$ cat src/common/port_power_pkg.sv
// constants for the downstream port power control block
package port_power_pkg;
  // =====================================
  // port counts
  localparam int unsigned num_ports = 4;
  localparam int unsigned num_typec_ports = 2;
  // =====================================
  // overcurrent filter
  localparam int unsigned filter_cycles = 4;
  localparam int unsigned filter_width = 3;
  localparam logic [filter_width-1:0] filter_zero = 3'h0;
  localparam logic [filter_width-1:0] filter_one = 3'h1;
  localparam logic [filter_width-1:0] filter_full = 3'h4;
  // =====================================
  // per port sense state
  typedef enum logic [1:0] {
    sense_off = 2'b00,
    sense_watch = 2'b01,
    sense_fault = 2'b10
  } sense_state_t;
endpackage

$ cat src/port_sense_channel.sv
// one port: pin direction, sense synchroniser, overcurrent filter
`timescale 1ns/100ps
module port_sense_channel
  import port_power_pkg::*;
(
  // clock and reset
  input wire logic clk,
  input wire logic sys_rst,
  // control
  input wire logic port_en,
  input wire logic fault_clear,
  // pin
  input wire logic pin_in,
  output logic pin_out,
  output logic pin_oe,
  output logic pin_pullup_en,
  // status
  output logic overcurrent,
  output logic overcurrent_event
);
  import port_power_pkg::*;

  logic sync1_q;
  logic sync2_q;
  logic [filter_width-1:0] cnt_q;
  sense_state_t state_q;
  logic event_q;

  // =====================================
  // pin drive
  assign pin_out = 1'b0;
  assign pin_oe = ~port_en;
  assign pin_pullup_en = port_en;

  // =====================================
  // synchroniser
  always_ff @(posedge clk) begin
    if (sys_rst) begin
      sync1_q <= 1'b1;
      sync2_q <= 1'b1;
    end else begin
      sync1_q <= pin_in;
      sync2_q <= sync1_q;
    end
  end

  // =====================================
  // low level filter
  always_ff @(posedge clk) begin
    if (sys_rst || !port_en || sync2_q) begin
      cnt_q <= filter_zero;
    end else if (cnt_q != filter_full) begin
      cnt_q <= cnt_q + filter_one;
    end
  end

  // =====================================
  // sense state
  always_ff @(posedge clk) begin
    if (sys_rst) begin
      state_q <= sense_off;
      event_q <= 1'b0;
    end else begin
      event_q <= 1'b0;
      case (state_q)
        sense_off: begin
          if (port_en) begin
            state_q <= sense_watch;
          end
        end
        sense_watch: begin
          if (!port_en) begin
            state_q <= sense_off;
          end else if (cnt_q == filter_full) begin
            state_q <= sense_fault;
            event_q <= 1'b1;
          end
        end
        sense_fault: begin
          if (fault_clear && cnt_q != filter_full) begin
            state_q <= port_en ? sense_watch : sense_off;
          end
        end
        default: begin
          state_q <= sense_off;
        end
      endcase
    end
  end

  assign overcurrent = (state_q == sense_fault);
  assign overcurrent_event = event_q;
endmodule

$ cat src/downstream_port_power_control.sv
// downstream port power enable and overcurrent sense for four hub ports
// Contract
// - one combined power-enable and overcurrent-sense pin per downstream port 1 to 4
// - enabled port: pin is an input with pull-up, driver released
// - low pin on an enabled port means overcurrent
// - disabled port: pin becomes an output driven low
// - one pin governs both high-speed and superspeed parts of a port
// - ports 1 and 2 get two connector-supply enables, one per orientation
// - ports 1 and 2 get a bus discharge enable output
`timescale 1ns/100ps
module downstream_port_power_control
  import port_power_pkg::*;
(
  // clock and reset
  input wire logic clk,
  input wire logic sys_rst,
  // port control from hub logic
  input wire logic [port_power_pkg::num_ports-1:0] port_en,
  input wire logic [port_power_pkg::num_ports-1:0] fault_clear,
  // type-c supply controls from hub logic
  input wire logic [port_power_pkg::num_typec_ports-1:0] conn_supply_req_a,
  input wire logic [port_power_pkg::num_typec_ports-1:0] conn_supply_req_b,
  input wire logic [port_power_pkg::num_typec_ports-1:0] bus_drain_req,
  // port power pins
  input wire logic port1_power_sense_in,
  output logic port1_power_sense_out,
  output logic port1_power_sense_oe,
  output logic port1_power_sense_pu,
  input wire logic port2_power_sense_in,
  output logic port2_power_sense_out,
  output logic port2_power_sense_oe,
  output logic port2_power_sense_pu,
  input wire logic port3_power_sense_in,
  output logic port3_power_sense_out,
  output logic port3_power_sense_oe,
  output logic port3_power_sense_pu,
  input wire logic port4_power_sense_in,
  output logic port4_power_sense_out,
  output logic port4_power_sense_oe,
  output logic port4_power_sense_pu,
  // connector supply and discharge pins
  output logic port1_conn_supply_en_a,
  output logic port1_conn_supply_en_b,
  output logic port2_conn_supply_en_a,
  output logic port2_conn_supply_en_b,
  output logic port1_bus_drain_en,
  output logic port2_bus_drain_en,
  // status, common to both speed portions of each port
  output logic [port_power_pkg::num_ports-1:0] overcurrent,
  output logic [port_power_pkg::num_ports-1:0] overcurrent_event
);
  import port_power_pkg::*;

  logic [num_ports-1:0] pin_in;
  logic [num_ports-1:0] pin_out;
  logic [num_ports-1:0] pin_oe;
  logic [num_ports-1:0] pin_pu;
  logic [num_typec_ports-1:0] supply_a_q;
  logic [num_typec_ports-1:0] supply_b_q;
  logic [num_typec_ports-1:0] drain_q;

  // =====================================
  // pin gathering
  assign pin_in = {port4_power_sense_in, port3_power_sense_in,
                   port2_power_sense_in, port1_power_sense_in};
  assign port1_power_sense_out = pin_out[0];
  assign port2_power_sense_out = pin_out[1];
  assign port3_power_sense_out = pin_out[2];
  assign port4_power_sense_out = pin_out[3];
  assign port1_power_sense_oe = pin_oe[0];
  assign port2_power_sense_oe = pin_oe[1];
  assign port3_power_sense_oe = pin_oe[2];
  assign port4_power_sense_oe = pin_oe[3];
  assign port1_power_sense_pu = pin_pu[0];
  assign port2_power_sense_pu = pin_pu[1];
  assign port3_power_sense_pu = pin_pu[2];
  assign port4_power_sense_pu = pin_pu[3];

  // =====================================
  // one channel per port, shared by both speed portions
  genvar g;
  generate
    for (g = 0; g < num_ports; g++) begin : g_port
      port_sense_channel u_chan (
        .clk(clk),
        .sys_rst(sys_rst),
        .port_en(port_en[g]),
        .fault_clear(fault_clear[g]),
        .pin_in(pin_in[g]),
        .pin_out(pin_out[g]),
        .pin_oe(pin_oe[g]),
        .pin_pullup_en(pin_pu[g]),
        .overcurrent(overcurrent[g]),
        .overcurrent_event(overcurrent_event[g])
      );
    end
  endgenerate

  // =====================================
  // connector supply enables, off while the port is down
  always_ff @(posedge clk) begin
    if (sys_rst) begin
      supply_a_q <= '0;
      supply_b_q <= '0;
    end else begin
      supply_a_q <= conn_supply_req_a & port_en[num_typec_ports-1:0];
      supply_b_q <= conn_supply_req_b & port_en[num_typec_ports-1:0];
    end
  end

  // =====================================
  // bus discharge enables
  always_ff @(posedge clk) begin
    if (sys_rst) begin
      drain_q <= '0;
    end else begin
      drain_q <= bus_drain_req;
    end
  end

  assign port1_conn_supply_en_a = supply_a_q[0];
  assign port1_conn_supply_en_b = supply_b_q[0];
  assign port2_conn_supply_en_a = supply_a_q[1];
  assign port2_conn_supply_en_b = supply_b_q[1];
  assign port1_bus_drain_en = drain_q[0];
  assign port2_bus_drain_en = drain_q[1];
endmodule

$ cat config.mk
export PLATFORM = sky130hd
export DESIGN_NAME = downstream_port_power_control
export DESIGN_NICKNAME = d
export VERILOG_FILES = /design/src/common/port_power_pkg.sv /design/src/port_sense_channel.sv /design/src/downstream_port_power_control.sv
export SDC_FILE = /design/constraint.sdc
export NUM_CORES = 1
export LEC_CHECK = 0
export BUFFER_PORTS_ARGS = -buffer_cell sky130_fd_sc_hd__buf_2
export CELL_PAD_IN_SITES_DETAIL_PLACEMENT = 0
export CELL_PAD_IN_SITES_GLOBAL_PLACEMENT = 1
export CORE_ASPECT_RATIO = 1.5
export CORE_MARGIN = 2
export CORE_UTILIZATION = 41
export DETAILED_ROUTE_END_ITERATION = 16
export HOLD_SLACK_MARGIN = 0.1
export PLACE_DENSITY = 0.81
export SETUP_SLACK_MARGIN = 0.05
export SLEW_MARGIN = 20
export SYNTH_ARGS = -nofsm -noshare
export SYNTH_HDL_FRONTEND = slang
export SYNTH_SLANG_ARGS = --single-unit
$ cat constraint.sdc
create_clock -name clk -period 3.4 [get_ports clk]
set_input_delay 0.34 -clock clk [delete_from_list [all_inputs] [get_ports clk]]
set_output_delay 0.34 -clock clk [all_outputs]
set_load 0.02 [all_outputs]
# Word level (Yosys, flattened, before mapping)
# Index checks and enable logic that the tools add are counted.
# W data, S select, Z words.
[totals]
regBits = 38
wordCells = 121
in_bits = 20
output_inout_bits = 26
[classes]
bitwise_logic = 10
muxes = 28
addsub = 4
eq_ne = 28
reduce_logical = 28
[ops]
columns = ["operator", "count"]
rows = [
  ["$mux W2", 16],
  ["$pmux W2 S3", 4],
  ["$ne A2 B2 Y1 const B", 8],
  ["$add A3 B1 Y3 const B", 4],
  ["$eq A3 B3 Y1 const B", 4],
  ["$ne A3 B2 Y1 const B", 4],
  ["$ne A3 B3 Y1 const B", 4],
  ["$reduce_and A3 Y1", 4],
  ["$reduce_or A3 Y1", 4],
  ["$eq A2 B1 Y1 const B", 4],
  ["$eq A2 B2 Y1 const B", 4],
  ["$logic_not A2 Y1", 4],
  ["$logic_or A1 B1 Y1", 8],
  ["$mux W1", 8],
  ["$not A1 Y1", 8],
  ["$and A2 B2 Y2", 2],
  ["$logic_and A1 B1 Y1", 4],
  ["$logic_not A1 Y1", 4],
]

# Longest topological paths before layout
# Gate-level depths: netlist of the first run.
[depth]
depth_word = 4
mapped_depth = 5
mapped_depth_nobuf = 5

# Modules after synthesis
# A second synthesis of the first run with hierarchy kept.
[hier_totals]
cells_unflattened = 168
hier_area_um2 = 1719.1
[by_module_without_submodules]
columns = ["mod", "cells_per_inst", "seq_area_each_um2", "area_per_inst_um2", "n_inst"]
rows = [
  ["port_sense_channel", 39, 160.2, 387.9, 4],
  ["downstream_port_power_control", 12, 120.1, 167.7, 1],
]

# Least setup slack after synthesis of the first run
# OpenSTA, ideal clock, no wires.
[synth_path]
kind = "flip-flop to flip-flop"
startpoint = "reg g_port[2].u_chan.cnt_q[0]"
endpoint = "reg g_port[2].u_chan.state_q[1]"
path_stages_with_launch = 6
arrival_ps = 1092
required_time_ps = 3284
period_less_slack_ps = 1209
path_buffers = 0
path_slack_ps = 2191
setup_time_ps = 116
cell_sequence = "dfxtp_1 -> inv_1 -> ha_1 -> nand2_1 -> nand2_1 -> a31o_2"
[synth_via]
elab_chain_len = 4
elab_cells_between_ends = 6
classes_between = "eq/ne: 4; reduce/logical: 2"
[synth_rtl]
columns = ["item", "line", "text"]
rows = [
  ["start: declaration", "port_sense_channel.sv:25", "logic [filter_width-1:0] cnt_q;"],
  ["start signal: assignment", "port_sense_channel.sv:51", "cnt_q <= filter_zero;"],
  ["start signal: assignment", "port_sense_channel.sv:53", "cnt_q <= cnt_q + filter_one;"],
  ["$ne A3 B3 Y1", "port_sense_channel.sv:80", "if (fault_clear && cnt_q != filter_full) begin"],
  ["$logic_and A1 B1 Y1", "port_sense_channel.sv:80", ""],
  ["$ne A2 B2 Y1 (no source line)", "-", ""],
  ["$reduce_and A3 Y1 (no source line) *", "-", ""],
  ["end signal: assignment", "port_sense_channel.sv:75", "state_q <= sense_fault;"],
  ["end signal: assignment", "port_sense_channel.sv:81", "state_q <= port_en ? sense_watch : sense_off;"],
  ["end signal: assignment", "port_sense_channel.sv:85", "state_q <= sense_off;"],
  ["end: declaration", "port_sense_channel.sv:26", "sense_state_t state_q;"],
]
# Every way passes the cells marked *; elsewhere a longest branch is shown, timed or not.
# A chain may end at the register's enable or synchronous reset.

# Final worst setup path of the first run
[layout_path]
startpoint = "reg g_port[2].u_chan.state_q[1]"
endpoint = "out overcurrent[2] in the netlist's numbering"
[layout_via]
elab_chain_len = 1
[layout_rtl]
columns = ["item", "line", "text"]
rows = [
  ["start signal: assignment", "port_sense_channel.sv:61", "state_q <= sense_off;"],
  ["start signal: assignment", "port_sense_channel.sv:68", "state_q <= sense_watch;"],
  ["start signal: assignment", "port_sense_channel.sv:73", "state_q <= sense_off;"],
  ["$eq A2 B2 Y1", "port_sense_channel.sv:91", "assign overcurrent = (state_q == sense_fault);"],
  ["end: declaration", "downstream_port_power_control.sv:49", "output logic [port_power_pkg::num_ports-1:0] overcurrent,"],
]
# Every way passes these cells.

==> qor.csv, run 1 <==
metric,value,unit
status,"complete, no violations",
start point of the worst hold path,port1_power_sense_in,
Port Buffers,41,
GRT Overall Usage,11.7,%
First DRT Iteration DRCs,15,
P&R area growth vs syn,15.9,%
FF-to-FF path depth,5,
Fin Hold WS,0.235,ns
share of layout cells above drive strength 1,34.8,%
FF-to-FF Start,g_port[2].u_chan.cnt_q[0],
setup bufs post-CTS,0,
Final ANT Viol Nets,0,
cell taking the most area after synthesis,dfxtp_1,
worst setup path start,g_port[2].u_chan.state_q[1],
"Remaining Overflow, GRT",0,
Critical Path AT,1.06,ns
routability congestion estimate,0.769,
leakage power,0.847,nW
"Distinct cells, synth",29,
Setup Viol. Count Final,0,
core area,3890,um^2
CP required,3.06,ns
wire per inst,9.95,um
Die X,55.5,um
"Clk Latency, worst-skew pair",0.28,ns
Fin Clk Skew,0.00575,ns
root buf cell,clkbuf_8,
Max Root-Sink Buffers,2,
clock sinks,38,
synth top area cells,"dfxtp_1 47%, buf_4 7.4%, ha_1 6.1%, nor4_4 3.9%, inv_1 3.7%",
full die area,4510,um^2
DRC Markers,0,
cts hold-fix bufs,0,
Peak Freq,0.712,GHz
num rows,28,
Final Max Slew Viols,0,
"Core Util, Final",48.6,%
Cells after Synth,169,
DR pass1 iterations,4,
via density per instance,4.58,
final WL,2.48,mm
IO Count,46,
DPL Wire Length,1.96,mm
crit start category,register,
Critical Path Sink,overcurrent[2],
syn_area_per_cell,9.65,um^2
global-route wire length before repair,4.04,mm
VDD IR-drop max,0.348,mV
Via Count,1140,
Synth Warn #,0,
Final min period,1.40,ns
Final Hold Fails,0,
crit path max fanout,3,
dpl cells,241,
final worst-path cycle share,41.3,%
non-filler instance count after layout,249,
H-tree depth,2,
fin nets,231,
Hold Crit Class,input port to register,
post-CTS sizing,0,
area share of the largest cell type after synthesis,46.7,%
"Reg clk slew, reported paths",0.07,ns
Synth Register Bits,38,
post-synthesis sequential area ratio,46.7,%
Crit Path Class,register to output pin,
capturing point of the worst reg2reg path,g_port[2].u_chan.state_q[1],
initial antenna violation count,0,
vias in the first global route,1009,
ANT cells,0,
CTS tree,done,
initial core utilization,41.9,%
Chip Height,81.2,um
Setup TNS Final,0,ns
Register-to-Register Setup Slack,2.10,ns
element type at the critical path end,output pin,
total CTS buffers,5,
maxcap violations,0,
unrepaired setup endpoints after global routing,no,
Post-Syn Area,1630,um^2
largest net degree at the start of global routing,16,
P per Cell Area,462,nW/um^2
[metrics by stage]
stage          worst slack [ns]  instance area, um^2  power [mW]
2_1_floorplan              2.19                 1640       0.515
3_3_place_gp               2.11                 1780       0.533
3_5_place_dp               2.10                 1780       0.534
4_1_cts                    1.99                 1890       0.886
5_1_grt                    1.92                 1890       0.911
6_report                   2.00                 1890       0.873
[synth_stat cells, drive strengths merged]
cell type  instances
clkbuf             1
a31o               3
conb               1
dfxtp             38
nand3b             1
and2               3
inv               16
nand2             15
o21ai              1
nor4               3
ha                 8
nand3              5
nor3b              1
a21oi              4
mux2i              1
buf               16
and2b              1
a31oi              6
xnor2              4
or2               10
nor2              12
nor3               6
nor2b              6
nand2b             4
and3               2
a32o               1
[metal layers]
metal,share of wire [%],global-route usage (%)
met3,6.8,4.78
met5,0,0
met1,42,11.4
met4,2.1,6.59
met2,49,20.8
[flip-flops by register name, summed over array words and instances, names as in the netlist]
register / count
g_port.u_chan.sync1_q: 4
supply_a_q: 2
g_port.u_chan.cnt_q: 12
g_port.u_chan.sync2_q: 4
g_port.u_chan.state_q: 8
drain_q: 2
supply_b_q: 2
g_port.u_chan.overcurrent_event: 4
[cell type report]
cell class / count / area, um^2
fillers: 390 / 2000
multi-input cells: 101 / 697
inverters: 16 / 60.1
repair buffers: 41 / 205
well taps: 45 / 56.3
flip-flops and latches: 38 / 761
clock buffers: 8 / 110
[critical path, cell delays in order, from the launching register on]
cell	delay, ns
dfxtp_1	0.41
nor2b_1	0.19
buf_2	0.18
[worst min-delay path by stage]
stage                                to  slack (ns)  cells after the start
6_report       g_port[0].u_chan.sync1_q        0.24                      2
5_1_grt        g_port[1].u_chan.sync1_q        0.23                      2
4_1_cts        g_port[0].u_chan.sync1_q        0.23                      2
3_5_place_dp   g_port[2].u_chan.sync2_q        0.40                      1
3_3_place_gp   g_port[2].u_chan.sync2_q        0.39                      1
2_1_floorplan  g_port[0].u_chan.sync2_q        0.39                      1
[where the power goes]
part	total, mW	internal, mW	switching, mW
clock network	0.350	0.205	0.145
registers	0.461	0.456	0.00470
logic	0.0622	0.0255	0.0367
[cell families after synthesis]
family | after synthesis | share of synthesized area (%)
other cells | 1 | 0.230
xor+xnor | 4 | 2.15
flops | 38 | 46.7
mux | 1 | 0.614
simple gates | 69 | 26.9
compound gates | 15 | 6.06
fa+ha+maj | 8 | 6.14
buf+inv | 33 | 11.3
[cell usage in the layout (no fill, tap or decap), drive strengths merged]
cell,instances
inv,16
clkbuf,8
xnor2,4
dfxtp,38
mux2i,1
conb,4
ha,8
nor3,6
a21oi,4
nor3b,1
o21ai,1
a32o,1
nand2b,4
a31o,3
or2,10
and2b,1
nor2b,6
nor2,12
and2,3
nand3b,1
a31oi,6
nor4,3
and3,2
buf,41
nand2,15
nand3,5
Power figures use the tool's default switching activity.
==> run 2, diff against run 1 <==
--- a/config.mk
+++ b/config.mk
@@ -10,10 +10,10 @@
 export CELL_PAD_IN_SITES_GLOBAL_PLACEMENT = 1
 export CORE_ASPECT_RATIO = 1.5
 export CORE_MARGIN = 2
-export CORE_UTILIZATION = 41
+export CORE_UTILIZATION = 34
 export DETAILED_ROUTE_END_ITERATION = 16
 export HOLD_SLACK_MARGIN = 0.1
-export PLACE_DENSITY = 0.81
+export PLACE_DENSITY = 0.72
 export SETUP_SLACK_MARGIN = 0.05
 export SLEW_MARGIN = 20
 export SYNTH_ARGS = -nofsm -noshare
==> constraint.sdc (replaced) <==
create_clock -name clk -period 1.15 [get_ports clk]
set_input_delay 0.115 -clock clk [delete_from_list [all_inputs] [get_ports clk]]
set_output_delay 0.115 -clock clk [all_outputs]
set_load 0.02 [all_outputs]
==> run 2 against run 1 <==
Effect of this change:
- sequential share of layout area shrank 5.2 points
- cell area grew 18%
- sequential cell count is the same
- clock power grew to 2.5 times the previous value
- sequential power grew to 3.0 times the previous value
- largest cell class is now multi-input gates
- utilization grew 0.077 points
- non-clock buffer count grew 22
- count of clock-buffer cells in the layout shrank 2
- first-iteration DRC count shrank 20%
==> qor.csv, run 2 (synthesis gave the netlist of run 1 again) <==
metric,value,unit,change
P&R area growth vs syn,36.7,%,
maxcap violations,0,,unchanged
met2 Use GR,20.8,%,about the same
Critical Path Max Stage Delay,0.35,ns,-0.06 ns
DR pass1 iterations,4,,unchanged
"Reg clk slew, reported paths",0.07,ns,about the same
P per Cell Area,1110,nW/um^2,+140%
largest net degree at the start of global routing,16,,unchanged
DRC Markers,0,,unchanged
CTS tree,done,,
wire per inst,10.5,um,+5.2%
Final Hold Fails,0,,unchanged
total CTS buffers,5,,unchanged
global-route wire length before repair,4.75,mm,+18%
Critical Path AT,1.25,ns,+0.19 ns
leakage power,0.961,nW,+14%
final worst-path cycle share,93.9,%,
grt met3 use,2.92,%,-1.9 points
GRT Overall Usage,11.9,%,+0.27 points
Peak Freq,0.926,GHz,
clock sinks,38,,unchanged
Final ANT Viol Nets,0,,unchanged
share of layout cells above drive strength 1,49.1,%,+14 points
Chip Height,88.8,um,+9.3%
crit start category,register,,
Port Buffers,41,,unchanged
full die area,5380,um^2,+19%
Fin Hold WS,0.121,ns,-0.114 ns
Crit Path Class,register to register,,
"commonest non-fill, non-tap cell in the layout",buf_2,,
Hold Crit Class,input port to register,,
core area,4580,um^2,+18%
First DRT Iteration DRCs,12,,-3
global route hottest layer,met2,,
Setup TNS Final,0,ns,unchanged
Max Root-Sink Buffers,2,,unchanged
via density per instance,4.27,,-6.6%
Die X,60.5,um,+9.1%
dpl cells,266,,+10%
largest registers,"g_port.u_chan.cnt_q: 12 flops, g_port.u_chan.state_q: 8 flops",,
final setup margin,0.0701,ns,-1.93 ns
DPL Wire Length,2.12,mm,+8.4%
num rows,30,,+7.1%
slowest CP cell,dfxtp_2,,
routability congestion estimate,0.793,,+3.1%
initial core utilization,35.6,%,-6.3 points
non-filler instance count after layout,288,,+16%
cell area after layout,2230,um^2,+18%
Via Count,1231,,+8.0%
Setup Viol. Count Final,0,,unchanged
total power,2.47,mW,+180%
root buf cell,clkbuf_8,,
highest-count cells in the layout ignoring fill and taps,"37 x buf_2, 26 x dfxtp_1, 13 x dlygate4sd3_1, 13 x buf_4, 12 x nor2_1",,
Place WS,0.0132,ns,-2.09 ns
Largest register FFs,12,,unchanged
Final Max Slew Viols,0,,unchanged
"Clk Latency, worst-skew pair",0.28,ns,about the same
CP required,1.32,ns,-1.74 ns
fin nets,253,,+9.5%
H-tree depth,2,,unchanged
# fillers,454,,+16%
Fin Clk Skew,0.00294,ns,-0.00281 ns
"Remaining Overflow, GRT",0,,unchanged
status,"complete, no violations",,
IO Count,46,,unchanged
largest reg by FF count,g_port.u_chan.cnt_q,,
VDD IR-drop max,0.719,mV,+110%
GR Util met1,12.9,%,+1.5 points
final WL,3.01,mm,+22%
crit-path cells,inv_2 > ha_4 > nand2_2 > nand2_1 > a32o_1,,
crit path max fanout,4,,+1
"Core Util, Final",48.7,%,+0.077 points
element type at the critical path end,register,,
Final min period,1.08,ns,
unrepaired setup endpoints after global routing,yes,,
DP Area,1870,um^2,+5.3%
vias in the first global route,1188,,+18%
ANT cells,0,,unchanged
initial antenna violation count,0,,unchanged
==> run 2: worst paths after layout <==
path,to,slack [ns],startpoint,cells past startpoint
worst max register to register,g_port[1].u_chan.state_q[1],0.07,g_port[1].u_chan.cnt_q[1],5
worst max-delay path,g_port[1].u_chan.state_q[1],0.07,g_port[1].u_chan.cnt_q[1],5
worst min register to register,g_port[3].u_chan.sync2_q,0.41,g_port[3].u_chan.sync1_q,1
worst min-delay path,g_port[1].u_chan.state_q[0],0.12,fault_clear[1],3
==> run 2: routing by layer <==
layer	vias up	routed length [um]
met4	0	38
met3	6	157
li1	638	-
met2	36	1590
met5	-	0
met1	551	1230
==> run 2: what timing repair did <==
action | CTS | global route
setup endpoints to repair | 9 | 14
endpoints found under the hold margin | 13 | 0
pin swaps | 0 | 2
hold buffers | 13 | 0
buffers inserted | 0 | 3
gates resized for setup | 15 | 23
==> run 2: final cells by class <==
| cell class | instances | area, um^2 | area share [%] |
|---|---|---|---|
| Tap cell | 64 | 80.1 | 3.59 |
| Multi-Input combinational cell | 101 | 812 | 36.4 |
| Inverter | 16 | 60.1 | 2.70 |
| Sequential cell | 38 | 781 | 35.0 |
| Clock buffer | 6 | 82.6 | 3.71 |
| Timing Repair Buffer | 63 | 413 | 18.5 |
==> run 2: critical path, delay by kind of cell, from the launching register on <==
kind	cells	cell delay (ns)
DFF	1	0.35
AOI/OAI and AO/OA	1	0.25
adders and majority gates	1	0.16
and+or+nand+nor	2	0.16
buffers and inverters	1	0.05
==> run 2: where the power goes <==
part	total, mW	switching (mW)	internal, mW	leakage (nW)
Combinational	0.232	0.121	0.111	0.601
Sequential	1.36	0.0161	1.34	0.317
Clock	0.880	0.418	0.462	0.0431
==> run 3, diff against run 2 <==
--- a/config.mk
+++ b/config.mk
@@ -9,11 +9,11 @@
 export CELL_PAD_IN_SITES_DETAIL_PLACEMENT = 0
 export CELL_PAD_IN_SITES_GLOBAL_PLACEMENT = 1
 export CORE_ASPECT_RATIO = 1.5
-export CORE_MARGIN = 2
 export CORE_UTILIZATION = 34
 export DETAILED_ROUTE_END_ITERATION = 16
 export HOLD_SLACK_MARGIN = 0.1
 export PLACE_DENSITY = 0.72
+export RECOVER_POWER = 100
 export SETUP_SLACK_MARGIN = 0.05
 export SLEW_MARGIN = 20
 export SYNTH_ARGS = -nofsm -noshare
==> run 3 against run 2 <==
Effect of this change:
- combinational power down 3%
- largest cell class unchanged
- global-route usage up 1.4 points
- die area fell by 5.5%
==> qor.csv, run 3 (synthesis gave the netlist of run 1 again) <==
metric,value,unit,change
Chip Height,86.8,um,-2.3%
DRC Markers,0,,unchanged
largest net degree at the start of global routing,16,,unchanged
Port Buffers,41,,unchanged
clock network fraction of design power,37.2,%,+1.6 points
Bufs and invs on worst path,1,,unchanged
global-route wire length before repair,4.93,mm,+3.8%
"Clk Latency, worst-skew pair",0.29,ns,about the same
"Reg clk slew, reported paths",0.07,ns,about the same
final worst-path cycle share,94.0,%,about the same
root buf cell,clkbuf_8,,
slowest CP cell,dfxtp_1,,
# fillers,493,,+8.6%
VDD IR-drop max,0.647,mV,-10%
Final Hold Fails,0,,unchanged
final WL,3.00,mm,-0.33%
Largest register FFs,12,,unchanged
IO Count,46,,unchanged
First DRT Iteration DRCs,23,,+11
Hold Crit Class,input port to register,,
via density per instance,4.27,,about the same
full die area,5080,um^2,-5.5%
Final ANT Viol Nets,0,,unchanged
P per Cell Area,1140,nW/um^2,+3.0%
largest registers,"g_port.u_chan.cnt_q: 12 flops, g_port.u_chan.state_q: 8 flops",,
Fin Clk Skew,0.00541,ns,+0.00247 ns
wire per inst,10.3,um,-1.4%
sw frac,23.5,%,+1.1 points
leakage power,0.895,nW,-7.0%
Crit Path Class,register to register,,
element type at the critical path end,register,,
Peak Freq,0.925,GHz,about the same
initial antenna violation count,0,,unchanged
vias in the first global route,1174,,-1.2%
Place WS,0.0190,ns,+0.00582 ns
Via Count,1243,,+0.97%
Critical Path AT,1.26,ns,about the same
status,"complete, no violations",,
routability congestion estimate,0.677,,-15%
"commonest non-fill, non-tap cell in the layout",dfxtp_1,,
GRT Overall Usage,13.3,%,+1.4 points
num rows,30,,unchanged
"delay-heaviest family, CP",flip-flops,,
CTS tree,done,,
DPL Wire Length,2.07,mm,-2.7%
"Core Util, Final",48.4,%,-0.30 points
Setup TNS Final,0,ns,unchanged
total CTS buffers,5,,unchanged
initial core utilization,35.6,%,unchanged
crit-path cells,inv_1 > ha_4 > nand2_4 > nand2_2 > a31o_2,,
crit path max fanout,5,,+1
fin nets,254,,+0.40%
total power,2.53,mW,+2.3%
highest-count cells in the layout ignoring fill and taps,"29 x dfxtp_1, 20 x clkbuf_1, 18 x buf_2",,
share of layout cells above drive strength 1,38.8,%,-10 points
crit start category,register,,
cell area after layout,2210,um^2,-0.62%
Final min period,1.08,ns,+0.000925 ns
"Remaining Overflow, GRT",0,,unchanged
Die X,58.5,um,-3.3%
Max Root-Sink Buffers,2,,unchanged
Setup Viol. Count Final,0,,unchanged
core area,4580,um^2,unchanged
maxcap violations,0,,unchanged
net switching power,0.595,mW,+7.3%
ANT cells,0,,unchanged
final setup margin,0.0692,ns,-0.000925 ns
DP Area,1870,um^2,unchanged
CP required,1.33,ns,about the same
largest reg by FF count,g_port.u_chan.cnt_q,,
unrepaired setup endpoints after global routing,yes,,
internal power,1.93,mW,+0.91%
Flop pwr share,54.0,%,-1.0 points
clock sinks,38,,unchanged
Critical Path Max Stage Delay,0.35,ns,about the same
DR pass1 iterations,4,,unchanged
P&R area growth vs syn,35.8,%,
Final Max Slew Viols,0,,unchanged
Comb pwr share,8.8,%,-0.6 points
H-tree depth,2,,unchanged
==> run 3: stage by stage <==
stage,hold slack [ns],std cells
finish,0.117,291
global route,0.113,291
CTS,0.100,286
detailed placement,0.301,266
global placement,0.297,266
floorplan,0.219,172
==> run 3: timing repair <==
item,CTS,global route
pin swaps,1,3
hold buffers,12,1
setup buffers,0,4
hold endpoints to repair,12,1
endpoints found under the setup margin,8,12
resized for setup,14,25
==> run 3: routing by layer <==
metal	vias up	part of all wire (%)	GRT usage, %
met3	7	4.9	4.93
met5	-	0	0
met4	0	2.1	6.49
met1	565	42	14.4
met2	33	51	22.6
li1	638	-	-
==> run 3: path summary, 6_finish.rpt <==
path              cells after the start                 startpoint                           to  slack (ns)
setup / recovery                      5  g_port[2].u_chan.cnt_q[1]  g_port[2].u_chan.state_q[1]        0.07
hold / removal                        3             fault_clear[2]  g_port[2].u_chan.state_q[0]        0.12
setup reg to reg                      5  g_port[2].u_chan.cnt_q[1]  g_port[2].u_chan.state_q[1]        0.07
hold reg to reg                       1   g_port[3].u_chan.sync1_q     g_port[3].u_chan.sync2_q        0.41
==> run 3: area by class of cell <==
cell class,count,area (um^2),share of cell area (%)
multi-input cells,101,815,36.8
clock buffers,7,86.3,3.90
inverters,16,60.1,2.71
flip-flops and latches,38,772,34.9
repair buffers,64,397,17.9
well taps,64,80.1,3.62
clock inverters,1,5.00,0.226
==> run 3: power groups by stage <==
stage,combinational (mW),sequential (mW),clock [mW]
CTS,0.225,1.36,0.977
global route,0.246,1.37,1.05
finish,0.224,1.37,0.941
global placement,0.192,1.39,0
floorplan,0.122,1.40,0
detailed placement,0.193,1.39,0
==> run 3: worst register-to-register path, delay by kind of cell (launching register included) <==
| family | cells | cell delay (ns) |
|---|---|---|
| buf+inv | 1 | 0.07 |
| flops | 1 | 0.35 |
| simple gates | 2 | 0.15 |
| compound gates | 1 | 0.23 |
| fa+ha+maj | 1 | 0.17 |
